<file path="src/rtl/ebs_pkg.sv">
package ebs_pkg;

  // clock and timebase
  localparam int CLK_PERIOD_NS  = 10;
  localparam int TICK_PERIOD_NS = 10_000_000;
  localparam int TICK_CYCLES    = TICK_PERIOD_NS / CLK_PERIOD_NS;
  localparam int TICK_CNT_W     = 20;

  // field widths
  localparam int DLY_W  = 10;
  localparam int FREQ_W = 16;
  localparam int CUR_W  = 5;
  localparam int IRQ_W  = 4;

  // register byte offsets
  localparam logic [7:0] OFS_CTRL      = 8'h00;
  localparam logic [7:0] OFS_REL_DLY   = 8'h04;
  localparam logic [7:0] OFS_ACC_DLY   = 8'h08;
  localparam logic [7:0] OFS_STOP_DLY  = 8'h0c;
  localparam logic [7:0] OFS_CONF_WAIT = 8'h10;
  localparam logic [7:0] OFS_REL_FREQ  = 8'h14;
  localparam logic [7:0] OFS_REL_CUR   = 8'h18;
  localparam logic [7:0] OFS_STATUS    = 8'h1c;
  localparam logic [7:0] OFS_IRQ_STS   = 8'h20;
  localparam logic [7:0] OFS_IRQ_CLR   = 8'h24;
  localparam logic [7:0] OFS_IRQ_EN    = 8'h28;

  // control bits
  localparam int CTRL_EN_BIT   = 0;
  localparam int CTRL_CONF_BIT = 1;
  localparam int CTRL_FCLR_BIT = 2;

  // status bits
  localparam int STS_REL_BIT  = 4;
  localparam int STS_FLT_BIT  = 5;
  localparam int STS_CONF_BIT = 6;

  // interrupt bits
  localparam int IRQ_FAULT   = 0;
  localparam int IRQ_REL_ON  = 1;
  localparam int IRQ_REL_OFF = 2;
  localparam int IRQ_STOPPED = 3;

  // reset values
  localparam logic [DLY_W-1:0]  RST_DLY      = 10'h000;
  localparam logic [FREQ_W-1:0] RST_REL_FREQ = 16'h0000;
  localparam logic [CUR_W-1:0]  RST_REL_CUR  = 5'h0a;

  typedef enum logic [3:0] {
    ST_IDLE      = 4'b0000,
    ST_ACC_REL   = 4'b0001,
    ST_REL_WAIT  = 4'b0010,
    ST_CONF_ON   = 4'b0011,
    ST_ACC_WAIT  = 4'b0100,
    ST_RUN       = 4'b0101,
    ST_DEC_REL   = 4'b0110,
    ST_CONF_OFF  = 4'b0111,
    ST_STOP_WAIT = 4'b1000,
    ST_DEC_ZERO  = 4'b1001,
    ST_FAULT     = 4'b1010
  } ebs_state_e;

  typedef struct packed {
    logic              enable;
    logic              conf_used;
    logic [DLY_W-1:0]  rel_dly;
    logic [DLY_W-1:0]  acc_dly;
    logic [DLY_W-1:0]  stop_dly;
    logic [DLY_W-1:0]  conf_wait;
    logic [FREQ_W-1:0] rel_freq;
    logic [CUR_W-1:0]  rel_cur;
  } ebs_cfg_s;

endpackage

</file>
<file path="src/rtl/ebs_tick.sv">
`timescale 1ns/100ps
module ebs_tick
  import ebs_pkg::*;
#(
  parameter int TICKS = TICK_CYCLES
) (
  input  wire logic sys_clk_i,
  input  wire logic rstn_i,
  input  wire logic restart_i,
  output logic      tick_o
);

  logic [TICK_CNT_W-1:0] cnt_q;
  logic                  wrap;

  assign wrap = (cnt_q == TICK_CNT_W'(TICKS - 1));

  // 0.01 s timebase, realigned at each sequence step
  always_ff @(posedge sys_clk_i or negedge rstn_i) begin
    if (!rstn_i) begin
      cnt_q <= '0;
    end else if (restart_i || wrap) begin
      cnt_q <= '0;
    end else begin
      cnt_q <= cnt_q + 1'b1;
    end
  end

  assign tick_o = wrap && !restart_i;

endmodule

</file>
<file path="src/rtl/ebs_seq.sv">
// Notes on behaviour
// sequence active only when enable set
// run starts ramp to release frequency
// wait release delay before brake release
// low current at delay end trips
// wait for confirmation, timeout trips
// no confirm input skips start wait
// acceleration delay then ramp to command
// run off ramps down, release drops
// confirmation must drop within wait time
// no confirm input skips stop wait
// stop delay then ramp to 0 Hz
// confirm drop while released during decel trips
// release frequency set above start frequency
// confirm input assigned by configuring party
// all delays counted in 0.01 s ticks
`timescale 1ns/100ps
module ebs_seq
  import ebs_pkg::*;
#(
  parameter int TICKS = TICK_CYCLES
) (
  input  wire logic              sys_clk_i,
  input  wire logic              rstn_i,
  input  wire logic              psel,
  input  wire logic              penable,
  input  wire logic              pwrite,
  input  wire logic [7:0]        paddr,
  input  wire logic [31:0]       pwdata,
  output logic      [31:0]       prdata,
  output logic                   pready,
  output logic                   pslverr,
  input  wire logic              run_cmd_i,
  input  wire logic [FREQ_W-1:0] cmd_freq_i,
  input  wire logic [FREQ_W-1:0] out_freq_i,
  input  wire logic [CUR_W-1:0]  out_current_i,
  input  wire logic              brake_confirm_in_i,
  output logic      [FREQ_W-1:0] freq_target_o,
  output logic                   drive_run_o,
  output logic                   brake_release_out_o,
  output logic                   brake_fault_out_o,
  output logic                   irq_o
);

  function automatic logic is_mapped(input logic [7:0] a);
    is_mapped = (a == OFS_CTRL) || (a == OFS_REL_DLY) ||
                (a == OFS_ACC_DLY) || (a == OFS_STOP_DLY) ||
                (a == OFS_CONF_WAIT) || (a == OFS_REL_FREQ) ||
                (a == OFS_REL_CUR) || (a == OFS_STATUS) ||
                (a == OFS_IRQ_STS) || (a == OFS_IRQ_CLR) ||
                (a == OFS_IRQ_EN);
  endfunction

  function automatic logic holds_rel(input ebs_state_e s);
    holds_rel = (s == ST_ACC_REL) || (s == ST_REL_WAIT) ||
                (s == ST_CONF_ON) || (s == ST_ACC_WAIT) ||
                (s == ST_DEC_REL) || (s == ST_CONF_OFF) ||
                (s == ST_STOP_WAIT);
  endfunction

  function automatic logic rel_on(input ebs_state_e s);
    rel_on = (s == ST_CONF_ON) || (s == ST_ACC_WAIT) ||
             (s == ST_RUN) || (s == ST_DEC_REL);
  endfunction

  ebs_cfg_s          cfg_q;
  ebs_state_e        state_q;
  ebs_state_e        state_d;
  logic [DLY_W-1:0]  elapsed_q;
  logic [IRQ_W-1:0]  irq_sts_q;
  logic [IRQ_W-1:0]  irq_en_q;
  logic [IRQ_W-1:0]  irq_ev;
  logic [FREQ_W-1:0] freq_target_d;
  logic              flt_clr_q;
  logic              tick;
  logic              step;
  logic              wr;
  logic              rel_done;
  logic              acc_done;
  logic              stop_done;
  logic              conf_done;

  // apb access
  assign wr      = psel && penable && pwrite;
  assign pready  = 1'b1;
  assign pslverr = psel && penable && !is_mapped(paddr);

  always_ff @(posedge sys_clk_i or negedge rstn_i) begin
    if (!rstn_i) begin
      cfg_q <= '{enable: 1'b0, conf_used: 1'b0, rel_dly: RST_DLY,
                 acc_dly: RST_DLY, stop_dly: RST_DLY,
                 conf_wait: RST_DLY, rel_freq: RST_REL_FREQ,
                 rel_cur: RST_REL_CUR};
      irq_en_q <= '0;
    end else if (wr) begin
      case (paddr)
        OFS_CTRL: begin
          cfg_q.enable    <= pwdata[CTRL_EN_BIT];
          cfg_q.conf_used <= pwdata[CTRL_CONF_BIT];
        end
        OFS_REL_DLY:   cfg_q.rel_dly   <= pwdata[DLY_W-1:0];
        OFS_ACC_DLY:   cfg_q.acc_dly   <= pwdata[DLY_W-1:0];
        OFS_STOP_DLY:  cfg_q.stop_dly  <= pwdata[DLY_W-1:0];
        OFS_CONF_WAIT: cfg_q.conf_wait <= pwdata[DLY_W-1:0];
        OFS_REL_FREQ:  cfg_q.rel_freq  <= pwdata[FREQ_W-1:0];
        OFS_REL_CUR:   cfg_q.rel_cur   <= pwdata[CUR_W-1:0];
        OFS_IRQ_EN:    irq_en_q        <= pwdata[IRQ_W-1:0];
        default: ;
      endcase
    end
  end

  // fault reset strobe
  always_ff @(posedge sys_clk_i or negedge rstn_i) begin
    if (!rstn_i) begin
      flt_clr_q <= 1'b0;
    end else begin
      flt_clr_q <= wr && (paddr == OFS_CTRL) && pwdata[CTRL_FCLR_BIT];
    end
  end

  // read data captured in the setup phase
  always_ff @(posedge sys_clk_i or negedge rstn_i) begin
    if (!rstn_i) begin
      prdata <= '0;
    end else if (psel && !penable) begin
      prdata <= '0;
      case (paddr)
        OFS_CTRL: begin
          prdata[CTRL_EN_BIT]   <= cfg_q.enable;
          prdata[CTRL_CONF_BIT] <= cfg_q.conf_used;
        end
        OFS_REL_DLY:   prdata[DLY_W-1:0]  <= cfg_q.rel_dly;
        OFS_ACC_DLY:   prdata[DLY_W-1:0]  <= cfg_q.acc_dly;
        OFS_STOP_DLY:  prdata[DLY_W-1:0]  <= cfg_q.stop_dly;
        OFS_CONF_WAIT: prdata[DLY_W-1:0]  <= cfg_q.conf_wait;
        OFS_REL_FREQ:  prdata[FREQ_W-1:0] <= cfg_q.rel_freq;
        OFS_REL_CUR:   prdata[CUR_W-1:0]  <= cfg_q.rel_cur;
        OFS_STATUS: begin
          prdata[3:0]          <= state_q;
          prdata[STS_REL_BIT]  <= brake_release_out_o;
          prdata[STS_FLT_BIT]  <= brake_fault_out_o;
          prdata[STS_CONF_BIT] <= brake_confirm_in_i;
        end
        OFS_IRQ_STS:   prdata[IRQ_W-1:0]  <= irq_sts_q;
        OFS_IRQ_EN:    prdata[IRQ_W-1:0]  <= irq_en_q;
        default: ;
      endcase
    end
  end

  // delay timing
  assign step = (state_d != state_q);

  ebs_tick #(
    .TICKS (TICKS)
  ) u_tick (
    .sys_clk_i (sys_clk_i),
    .rstn_i    (rstn_i),
    .restart_i (step),
    .tick_o    (tick)
  );

  always_ff @(posedge sys_clk_i or negedge rstn_i) begin
    if (!rstn_i) begin
      elapsed_q <= '0;
    end else if (step) begin
      elapsed_q <= '0;
    end else if (tick && !(&elapsed_q)) begin
      elapsed_q <= elapsed_q + 1'b1;
    end
  end

  assign rel_done  = (elapsed_q >= cfg_q.rel_dly);
  assign acc_done  = (elapsed_q >= cfg_q.acc_dly);
  assign stop_done = (elapsed_q >= cfg_q.stop_dly);
  assign conf_done = (elapsed_q >= cfg_q.conf_wait);

  // sequence
  always_comb begin
    state_d = state_q;
    case (state_q)
      ST_IDLE:
        if (cfg_q.enable && run_cmd_i) begin
          state_d = ST_ACC_REL;
        end
      ST_ACC_REL:
        if (!run_cmd_i) begin
          state_d = ST_DEC_ZERO;
        end else if (out_freq_i >= cfg_q.rel_freq) begin
          state_d = ST_REL_WAIT;
        end
      ST_REL_WAIT:
        if (!run_cmd_i) begin
          state_d = ST_DEC_ZERO;
        end else if (rel_done) begin
          if (out_current_i < cfg_q.rel_cur) begin
            state_d = ST_FAULT;
          end else if (cfg_q.conf_used) begin
            state_d = ST_CONF_ON;
          end else begin
            state_d = ST_ACC_WAIT;
          end
        end
      ST_CONF_ON:
        if (!run_cmd_i) begin
          state_d = ST_DEC_REL;
        end else if (brake_confirm_in_i) begin
          state_d = ST_ACC_WAIT;
        end else if (conf_done) begin
          state_d = ST_FAULT;
        end
      ST_ACC_WAIT:
        if (!run_cmd_i) begin
          state_d = ST_DEC_REL;
        end else if (acc_done) begin
          state_d = ST_RUN;
        end
      ST_RUN:
        if (!run_cmd_i) begin
          state_d = ST_DEC_REL;
        end
      ST_DEC_REL:
        if (cfg_q.conf_used && !brake_confirm_in_i) begin
          state_d = ST_FAULT;
        end else if (out_freq_i <= cfg_q.rel_freq) begin

          state_d = cfg_q.conf_used ? ST_CONF_OFF : ST_STOP_WAIT;
        end
      ST_CONF_OFF:
        if (!brake_confirm_in_i) begin
          state_d = ST_STOP_WAIT;
        end else if (conf_done) begin
          state_d = ST_FAULT;
        end
      ST_STOP_WAIT:
        if (stop_done) begin
          state_d = ST_DEC_ZERO;
        end
      ST_DEC_ZERO:
        if (out_freq_i == '0) begin
          state_d = ST_IDLE;
        end
      ST_FAULT:
        if (flt_clr_q && !run_cmd_i) begin
          state_d = ST_IDLE;
        end
      default: state_d = ST_IDLE;
    endcase
    if (!cfg_q.enable && state_d != ST_FAULT) begin
      state_d = ST_IDLE;
    end
  end

  always_ff @(posedge sys_clk_i or negedge rstn_i) begin
    if (!rstn_i) begin
      state_q <= ST_IDLE;
    end else begin
      state_q <= state_d;
    end
  end

  // drive outputs
  always_comb begin
    if (!cfg_q.enable) begin
      freq_target_d = run_cmd_i ? cmd_freq_i : '0;
    end else if (state_d == ST_RUN) begin
      freq_target_d = cmd_freq_i;
    end else if (holds_rel(state_d)) begin
      freq_target_d = cfg_q.rel_freq;
    end else begin
      freq_target_d = '0;
    end
  end

  always_ff @(posedge sys_clk_i or negedge rstn_i) begin
    if (!rstn_i) begin
      freq_target_o       <= '0;
      drive_run_o         <= 1'b0;
      brake_release_out_o <= 1'b0;
      brake_fault_out_o   <= 1'b0;
    end else begin
      freq_target_o       <= freq_target_d;
      drive_run_o         <= cfg_q.enable ?
                             (state_d != ST_IDLE && state_d != ST_FAULT) :
                             run_cmd_i;
      brake_release_out_o <= cfg_q.enable && rel_on(state_d);
      brake_fault_out_o   <= (state_d == ST_FAULT);
    end
  end

  // interrupts
  assign irq_ev[IRQ_FAULT]   = (state_d == ST_FAULT) && (state_q != ST_FAULT);
  assign irq_ev[IRQ_REL_ON]  = rel_on(state_d) && !rel_on(state_q);
  assign irq_ev[IRQ_REL_OFF] = !rel_on(state_d) && rel_on(state_q);
  assign irq_ev[IRQ_STOPPED] = (state_q == ST_DEC_ZERO) &&
                               (state_d == ST_IDLE);

  always_ff @(posedge sys_clk_i or negedge rstn_i) begin
    if (!rstn_i) begin
      irq_sts_q <= '0;
    end else if (wr && paddr == OFS_IRQ_CLR) begin
      irq_sts_q <= (irq_sts_q & ~pwdata[IRQ_W-1:0]) | irq_ev;
    end else begin
      irq_sts_q <= irq_sts_q | irq_ev;
    end
  end

  assign irq_o = |(irq_sts_q & irq_en_q);
endmodule

</file>
<file path="config.mk">
export PLATFORM = sky130hd
export DESIGN_NAME = ebs_seq
export DESIGN_NICKNAME = d
export VERILOG_FILES = /design/src/rtl/ebs_pkg.sv /design/src/rtl/ebs_tick.sv /design/src/rtl/ebs_seq.sv
export SDC_FILE = /design/constraint.sdc
export NUM_CORES = 1
export LEC_CHECK = 0
export ABC_CLOCK_PERIOD_IN_PS = 8850
export BUFFER_PORTS_ARGS = -buffer_cell sky130_fd_sc_hd__buf_2
export CAP_MARGIN = 20
export CORE_MARGIN = 5
export CORE_UTILIZATION = 55
export DETAILED_ROUTE_END_ITERATION = 6
export PLACE_DENSITY_LB_ADDON = 0.3
export RECOVER_POWER = 25
export SETUP_SLACK_MARGIN = 0.02
export SLEW_MARGIN = 0
export SYNTH_ARGS = -nofsm -noshare
export SYNTH_HDL_FRONTEND = slang
export SYNTH_SLANG_ARGS = --single-unit
</file>
<file path="constraint.sdc">
create_clock -name sys_clk_i -period 8.85 [get_ports sys_clk_i]
set_input_delay 0.4425 -clock sys_clk_i [delete_from_list [all_inputs] [get_ports sys_clk_i]]
set_output_delay 0.4425 -clock sys_clk_i [all_outputs]
set_load 0.02 [all_outputs]
</file>
Word-level counts from Yosys, hierarchy flattened

Cells that the tools add are included.

Input bits: 84
Bits in writable memories: 0
Logic and storage cells: 171
Output and inout port bits: 54
Memory bits (read-only): 0
Memories: 0
Bits in registers: 141
Bits in latches: 0

Eq/ne operators: 34
Add/subtract/negate cells: 2
Muxes and demuxes: 37
Multiply operators: 0
Bitwise gates (word level): 5
Order comparisons: 7
Div/mod/pow operators: 0
Shift operators: 0
Reductions and logical operators: 67

Operators with widths:

| kind                                          | count |
|---|---|
| two-way mux 4 bit                             | 21 |
| two-way mux 16 bit                            | 4 |
| case mux 4 bit (11 select lines)              | 1 |
| >= comparator 10 bit                          | 4 |
| == test 4 x 3 -> 1 bit, second input constant | 8 |
| == test 8 x 5 -> 1 bit, second input constant | 4 |
| == test 8 x 6 -> 1 bit, second input constant | 3 |
| logical OR 1 bit                              | 23 |
| adder 20 x 1 -> 20 bit, second input constant | 1 |
| == test 20 bit, second input constant         | 1 |
| == test 4 bit, second input constant          | 5 |
| two-way mux 10 bit                            | 2 |
| two-way mux 20 bit                            | 1 |
| case mux 2 bit (10 select lines)              | 1 |
| logical AND 1 bit                             | 19 |
| case mux 2 bit (9 select lines)               | 1 |
| == test 4 x 2 -> 1 bit, second input constant | 4 |
| == test 8 x 4 -> 1 bit, second input constant | 2 |
| >= comparator 16 bit                          | 1 |
| <= comparator 16 bit                          | 1 |
| zero test 16 bit                              | 1 |
| AND reduction 2 bit                           | 8 |
| case mux 3 bit (5 select lines)               | 1 |
| inequality test 4 bit, second input constant  | 3 |
| 20 further kinds                              | 32 |

Longest topological paths before layout

Gate-level depths: netlist of run 1.

Word-level depth: 18
Gate-level depth with buffers: 13
Depth with buffers taken out: 10

Modules after synthesis

A second synthesis of run 1 with hierarchy kept.

Cell total of the unflattened synthesis: 835
Area total of the unflattened synthesis: 8503.2 µm²

By module, submodules not included:

| module   | instances | sequential area each (µm²) | cells an instance | area an instance (µm²) |
|---|---|---|---|---|
| ebs_seq  | 1         | 3030.4                     | 728               | 7488.4 |
| ebs_tick | 1         | 500.5                      | 107               | 1014.7 |

Worst setup path before layout of run 1

No wires, ideal clock.

Path type: input -> register
Start point: input port out_freq_i[14]
End point: register freq_target_o[10]
Arrival: 2.857 ns
Data required time: 8.724 ns
Cell stages on the path: 10
Setup time: 0.126 ns
Path slack: 5.867 ns
Cell sequence: ha_1 nand4_2 or4_1 buf_2 a31oi_4 nor2_2 a221oi_4 a21bo_2 buf_6 a221o_1

Word-level cells in the longest chain between the ends: 17
Elaborated cells between the ends (all ways): 29
Classes of those cells: order compare (2); eq/ne (9); mux (10); reduce/logical (8)

Ends and longest elaborated chain:

| item                                                                    | line                           | source |
|---|---|---|
| from (decl)                                                             | ebs_seq.sv:35                  | `input wire logic [FREQ_W-1:0] out_freq_i,` |
| <= comparator 16 bit / >= comparator 16 bit (equally long branches)     | ebs_seq.sv:226, ebs_seq.sv:190 |  |
| two-way mux 4 bit (on tied branches)                                    | ebs_seq.sv:226, ebs_seq.sv:190 |  |
| two-way mux 4 bit (on tied branches)                                    | ebs_seq.sv:224, ebs_seq.sv:188 |  |
| case mux 4 bit (11 select lines) (*)                                    | ebs_seq.sv:182                 | `case (state_q)` |
| inequality test 4 bit                                                   | ebs_seq.sv:250                 | `if (!cfg_q.enable && state_d != ST_FAULT) begin` |
| logical AND 1 bit                                                       | ebs_seq.sv:250                 |  |
| two-way mux 4 bit (*)                                                   | ebs_seq.sv:250                 |  |
| == test 4 x 1 -> 1 bit / == test 4 x 2 -> 1 bit (equally long branches) | ebs_seq.sv:55                  | `holds_rel = (s == ST_ACC_REL) \|\| (s == ST_REL_WAIT) \|\|` |
| logical OR 1 bit (2 in series)                                          | ebs_seq.sv:55                  |  |
| logical OR 1 bit (2 in series)                                          | ebs_seq.sv:56                  | `(s == ST_CONF_ON) \|\| (s == ST_ACC_WAIT) \|\|` |
| logical OR 1 bit (2 in series)                                          | ebs_seq.sv:57                  | `(s == ST_DEC_REL) \|\| (s == ST_CONF_OFF) \|\|` |
| two-way mux 16 bit                                                      | ebs_seq.sv:269                 | `end else if (holds_rel(state_d)) begin` |
| two-way mux 16 bit (*)                                                  | ebs_seq.sv:267                 | `end else if (state_d == ST_RUN) begin` |
| two-way mux 16 bit (*)                                                  | ebs_seq.sv:265                 | `if (!cfg_q.enable) begin` |
| named net freq_target_d[10]                                             | ebs_seq.sv:73                  | `logic [FREQ_W-1:0] freq_target_d;` |
| to (signal assigned)                                                    | ebs_seq.sv:283                 | `freq_target_o <= freq_target_d;` |
| to (decl)                                                               | ebs_seq.sv:38                  | `output logic [FREQ_W-1:0] freq_target_o,` |

Mark *: on every way through the listed nets, which the timed path passes. The rest lies on a longest branch.
A chain may end at the register's enable or synchronous reset.

==> results of run 1 <==
-- layout make-up --
| cell class | instances | area (sq um) |
|---|---|---|
| Multi-Input combinational cell | 628 | 4712 |
| Timing Repair Buffer | 114 | 614.3 |
| Clock buffer | 17 | 425.4 |
| Clock inverter | 15 | 143.9 |
| Inverter | 64 | 240.2 |
| Sequential cell | 141 | 3531 |
| Tap cell | 216 | 270.3 |
| Fill cell | 1294 | 5776 |
-- stage by stage --
stage,setup slack (ps),area [sq um],cells
final,4494,9937,1195
after global routing,3375,9937,1195
after CTS,5139,9937,1194
after detailed placement,5155,9368,1162
after global placement,5168,9340,1161
after floorplan,5867,8792,892
-- Yosys cell counts, drive strengths merged (4+ instances only) --
master,number
a211oi,51
a21o,4
a21oi,20
a221o,16
a221oi,5
a222oi,14
a22oi,12
a31oi,14
and2,6
and3,13
buf,37
clkbuf,22
dfrtp,139
ha,62
inv,64
mux2,69
nand2,83
nand2b,11
nand3,23
nand3b,5
nand4,20
nor2,56
nor2b,7
nor3,10
nor4,7
o211ai,8
o21a,6
o21ai,16
xnor2,13
xor2,17
-- flip-flops by register name, indices dropped and copies added (netlist names), 4 cells and up --
register / flops
cfg_q: 63
prdata: 16
elapsed_q: 10
state_q: 4
u_tick.cnt_q: 20
irq_en_q: 4
irq_sts_q: 4
freq_target_o: 16
-- final timing paths --
check	to	slack, ps	cells after the start
setup / recovery	state_q[3]	4490	1
hold / removal	cfg_q[16]	240	2
setup reg to reg	irq_sts_q[1]	5060	10
hold reg to reg	prdata[12]	470	2
max in group sys_clk_i	irq_sts_q[1]	5060	10
min in group asynchronous	prdata[13]	1720	1
-- metal layers --
layer / track usage [%] / routed length (um) / vias to the layer above
li1: - / - / 3394
met1: 34.69 / 10010 / 3493
met2: 40.84 / 10970 / 322
met3: 6.588 / 1915 / 46
met4: 9.798 / 572 / 0
met5: 0 / 0 / -
-- power by group through the flow --
stage | combinational [mW] | sequential [mW] | clock, mW
2_1_floorplan | 0.0834 | 0.711 | 0
3_3_place_gp | 0.145 | 0.706 | 0
3_5_place_dp | 0.148 | 0.707 | 0
4_1_cts | 0.149 | 0.695 | 0.701
5_1_grt | 0.164 | 0.698 | 0.733
6_report | 0.147 | 0.696 | 0.694
-- logic make-up (layout without fill, tap and decap cells) --
group / Yosys count / count (layout) / synth area share (%)
flip-flops: 141 / 141 / 40.42
AND/OR/NAND/NOR: 255 / 255 / 14.27
adder cells (fa/ha/maj): 62 / 62 / 8.880
AO/OA/AOI/OAI: 194 / 194 / 17.93
buffers and inverters: 123 / 210 / 6.402
other: 2 / 17 / 0.08597
XOR/XNOR: 30 / 30 / 3.008
multiplexers: 70 / 70 / 9.009
==> metrics.csv, run 1 <==
metric,value,unit
final_cell_mix,"dfrtp_1, buf_2, nand2_1, mux2_2, inv_1",
async_flop_share,100.0,%
cts_tree,done,
path_class,in -> async,
coreArea,15710,sq um
insertion_delay,440,ps
cp-start-kind,input pin,
remaining_drc_errors,1,
synth_top_area_share,39.82,%
pwr-share-seq,45.3,%
crit_required,8260,ps
dr.pass1.iters,7,
ys_types,71,
clock_sinks,141,
leakage,4.616,nW
grt_pass1_vias,7135,
cp-startpoint,rstn_i,
max_stage_delay,3280,ps
yosys.area.top_type,dfrtp_1,
ios,138,
max_slew_margin,-216.5,%
ys.flop_type,dfrtp_1,
finalMaxSlewViolations,89,
ys_ff_latch,141,
crit_arrival,3760,ps
cp-end-kind,asynchronous set/reset pin,
portBuffers,104,
synth_cells,877,
failed_checks,"DRC, capacitance limit, slew limit",
fmax,229.6,MHz
grt-ovfl-total,0,
fin_skew,11.30,ps
ys_seq_area_share,40.42,%
cts.reportedPaths.clkPinSlew,70,ps
reg2reg_from,elapsed_q[0],
grt_pass1_wl,37430,um
p_clk_share,45.2,%
p_int,1.104,mW
power.total,1.537,mW
status,finished with violations,
fp.dieH,136.0,um
routed_wl,23470,um
synth_edf_count,0,
cts_buffers,17,
synth_area_leaders,"dfrtp_1, mux2_2, ha_1",
avgSynthCellArea,9.961,sq um
setup_viol_count_final,0,
fin_crit,4356,ps
dpl.hpwl,16880,um
syn-cell-area,8736,sq um
gp_congestion,0.9692,
wire_per_inst,19.64,um
rsz0062_at_grt,no,
period_share,49.22,%
hold_violations,0,
ant_nets,0,
worst_ir_drop_vdd,0.1519,mV
grtUsageTotal,25.96,%
power.net_switching,433.1,uW
area_growth,13.75,%
rows,46,
path_cells,clkbuf_1,
worst_slew_pin_slew,4748,ps
holdBufCountCts,0,
hp-class,in -> reg,
vias_per_cell,6.071,
pwr_density_cell,154.7,nW/um^2
fin_util,63.24,%
slowest_stage,clkbuf_1,
p_comb_share,9.6,%
htreeDepth,4,
grt_antenna_before_repair,0,
num_vias,7255,
crit_fanout,88,
drive_gt1_share,24.11,%
clockBufferDepth,2,
die_area,18500,sq um
cts.repair.resized,0,
cts_setup_buffers,0,
tns,0,ps
initialDrtViolationCount,723,
hold-worst-slack,236.3,ps
crit_family,buffers and inverters,
grt_max_degree,89,
path_buf_inv,1,
layout_commonest_cell,dfrtp_1,
n_antenna_cell,0,
worstHoldStart,pwdata[11],
cts-root-buf,clkbuf_16,
ys_warn_count,0,
p_sw_share,28.18,%
cap_violations,1,
fp.dieW,136.0,um
start_util,55.60,%
nNetsFinal,1112,
(Power assumes the default switching activity.)
==> run 2, diff against run 1 <==
--- a/config.mk
+++ b/config.mk
@@ -5,11 +5,11 @@
 export SDC_FILE = /design/constraint.sdc
 export NUM_CORES = 1
 export LEC_CHECK = 0
-export ABC_CLOCK_PERIOD_IN_PS = 8850
+export ABC_CLOCK_PERIOD_IN_PS = 3800
 export BUFFER_PORTS_ARGS = -buffer_cell sky130_fd_sc_hd__buf_2
 export CAP_MARGIN = 20
 export CORE_MARGIN = 5
-export CORE_UTILIZATION = 55
+export CORE_UTILIZATION = 52
 export DETAILED_ROUTE_END_ITERATION = 6
 export PLACE_DENSITY_LB_ADDON = 0.3
 export RECOVER_POWER = 25
==> constraint.sdc (replaced) <==
create_clock -name sys_clk_i -period 3.8 [get_ports sys_clk_i]
set_input_delay 0.19 -clock sys_clk_i [delete_from_list [all_inputs] [get_ports sys_clk_i]]
set_output_delay 0.19 -clock sys_clk_i [all_outputs]
set_load 0.02 [all_outputs]
==> metrics.csv, run 2 (synthesis results as in run 1) <==
metric,value,unit,change
hp-class,in -> reg,,
endpoint,elapsed_q[3],,
max_slew_margin,-47.58,%,+170 points
htreeDepth,4,,unchanged
cts_tree,done,,
insertion_delay,430,ps,about the same
portBuffers,104,,unchanged
reg_top3,"cfg_q x63, u_tick.cnt_q x20",,
r2r_slack,420,ps,-4640 ps
fin_area,10230,sq um,+2.9%
fin_skew,7.420,ps,-3.882 ps
hold_violations,0,,unchanged
pwr_density_cell,356.4,nW/um^2,+130%
die_area,19490,sq um,+5.3%
crit_arrival,3670,ps,-90 ps
grt_max_degree,91,,+2.2%
preCtsSetupSlack,471.3,ps,-4684 ps
reg2reg_to,elapsed_q[3],,
hold-worst-slack,25.48,ps,-210.8 ps
ios,138,,unchanged
fmax,295.5,MHz,
grt-ovfl-total,0,,unchanged
gp_congestion,0.9333,,-3.7%
drive_gt1_share,23.79,%,-0.32 points
dpl.hpwl,17430,um,+3.2%
remaining_drc_errors,4,,+3
cts_setup_buffers,0,,unchanged
n_antenna_cell,0,,unchanged
postPlaceCellArea,9458,sq um,+0.96%
reg2reg_from,cfg_q[20],,
regMostFlops,cfg_q,,
leakage,4.756,nW,+3.0%
area_growth,17.10,%,
setup_viol_count_final,0,,unchanged
grt_pass1_wl,38960,um,+4.1%
setup_slack,415.5,ps,-4079 ps
clock_sinks,141,,unchanged
cp-end-kind,register,,
layout_commonest_cell,dfrtp_1,,
path_buf_inv,2,,+1
finalMaxSlewViolations,91,,+2.2%
rsz0062_at_grt,no,,
final_cell_mix,"dfrtp_1, buf_2, nand2_1, mux2_2, inv_1",,
cp.depth,11,,+10
routed_wl,24190,um,+3.1%
slowest_stage,or4_1,,
cts-root-buf,clkbuf_16,,
status,finished with violations,,
ant_nets,0,,unchanged
rows,47,,+2.2%
num_vias,7394,,+1.9%
crit_required,4090,ps,-4170 ps
cts.repair.resized,0,,unchanged
cts.reportedPaths.clkPinSlew,60,ps,about the same
largest_reg_flops,63,,unchanged
wire_per_inst,19.62,um,-0.11%
fin_util,61.91,%,-1.3 points
cts_buffers,17,,unchanged
clockBufferDepth,2,,unchanged
start_util,52.87,%,-2.7 points
fin_crit,3384,ps,
cp-startpoint,cfg_q[20],,
crit_family,simple AND/OR/NAND/NOR gates,,
rr_worst_depth,11,,+1
dr.pass1.iters,7,,unchanged
vias_per_cell,5.997,,-1.2%
path_cells,inv_1 -> ha_1 -> nand4_2 -> or4_1 -> a31oi_4 -> nor2_2 -> a221oi_4 -> and4b_1 -> o21ai_2 -> buf_4 -> a211oi_1,,
path_class,reg -> reg,,
tns,0,ps,unchanged
initialDrtViolationCount,610,,-16%
coreArea,16520,sq um,+5.2%
worst_ir_drop_vdd,0.3408,mV,+120%
nNetsFinal,1146,,+3.1%
period_share,89.07,%,
cp-start-kind,register,,
cap_violations,1,,unchanged
fp.dieH,139.6,um,+2.6%
worst_slew_pin_slew,2214,ps,-2534 ps
grt_antenna_before_repair,0,,unchanged
crit_fanout,30,,-66%
failed_checks,"DRC, capacitance limit, slew limit",,
grtUsageTotal,24.98,%,-0.98 points
max_stage_delay,700,ps,-2580 ps
grt_pass1_vias,7264,,+1.8%
holdBufCountCts,21,,+21
fp.dieW,139.6,um,+2.6%
## run 2: area by class of cell
type / instances / area, sq um
fill: 1377 / 6295
multi-input combinational: 628 / 4712
sequential: 141 / 3531
timing repair buffer: 148 / 893.4
clock buffer: 22 / 464.2
tap: 220 / 275.3
inverter: 64 / 240.2
clock inverter: 10 / 113.9
## run 2: power breakdown
group | internal, mW | switching (mW) | total [mW]
combinational | 0.152 | 0.214 | 0.365
sequential | 1.57 | 0.0514 | 1.62
clock | 1.00 | 0.661 | 1.66
## run 2: worst reg2reg max path: stages (launching register included)
cell,delay [ps]
dfrtp_1,460
inv_1,70
ha_1,320
nand4_2,150
or4_1,700
a31oi_4,220
nor2_2,70
a221oi_4,430
and4b_1,250
o21ai_2,100
buf_4,330
a211oi_1,160
## run 2: routing by layer
layer	routed length, um	track usage [%]	up-vias	share of wire (%)
met1	10650	34.09	3607	44
met2	11380	39.97	289	47
met4	489	8.465	0	2.0
li1	-	-	3457	-
met5	0	0	-	0
met3	1674	5.111	41	6.9
## run 2: worst min-delay path by stage
stage	slack, ps	cells after the start	start	to
2_1_floorplan	-110	0	rstn_i	brake_fault_out_o
3_3_place_gp	310	1	rstn_i	freq_target_o[11]
3_5_place_dp	320	1	rstn_i	freq_target_o[8]
4_1_cts	5	2	cmd_freq_i[6]	freq_target_o[6]
5_1_grt	20	2	cmd_freq_i[7]	freq_target_o[7]
6_report	30	2	cmd_freq_i[6]	freq_target_o[6]
## run 2: metrics by stage
step,instances,total power [mW]
detailed placement,1180,1.992
finish,1233,3.646
CTS,1233,3.676
global placement,1180,1.983
floorplan,892,1.850
global route,1233,3.782
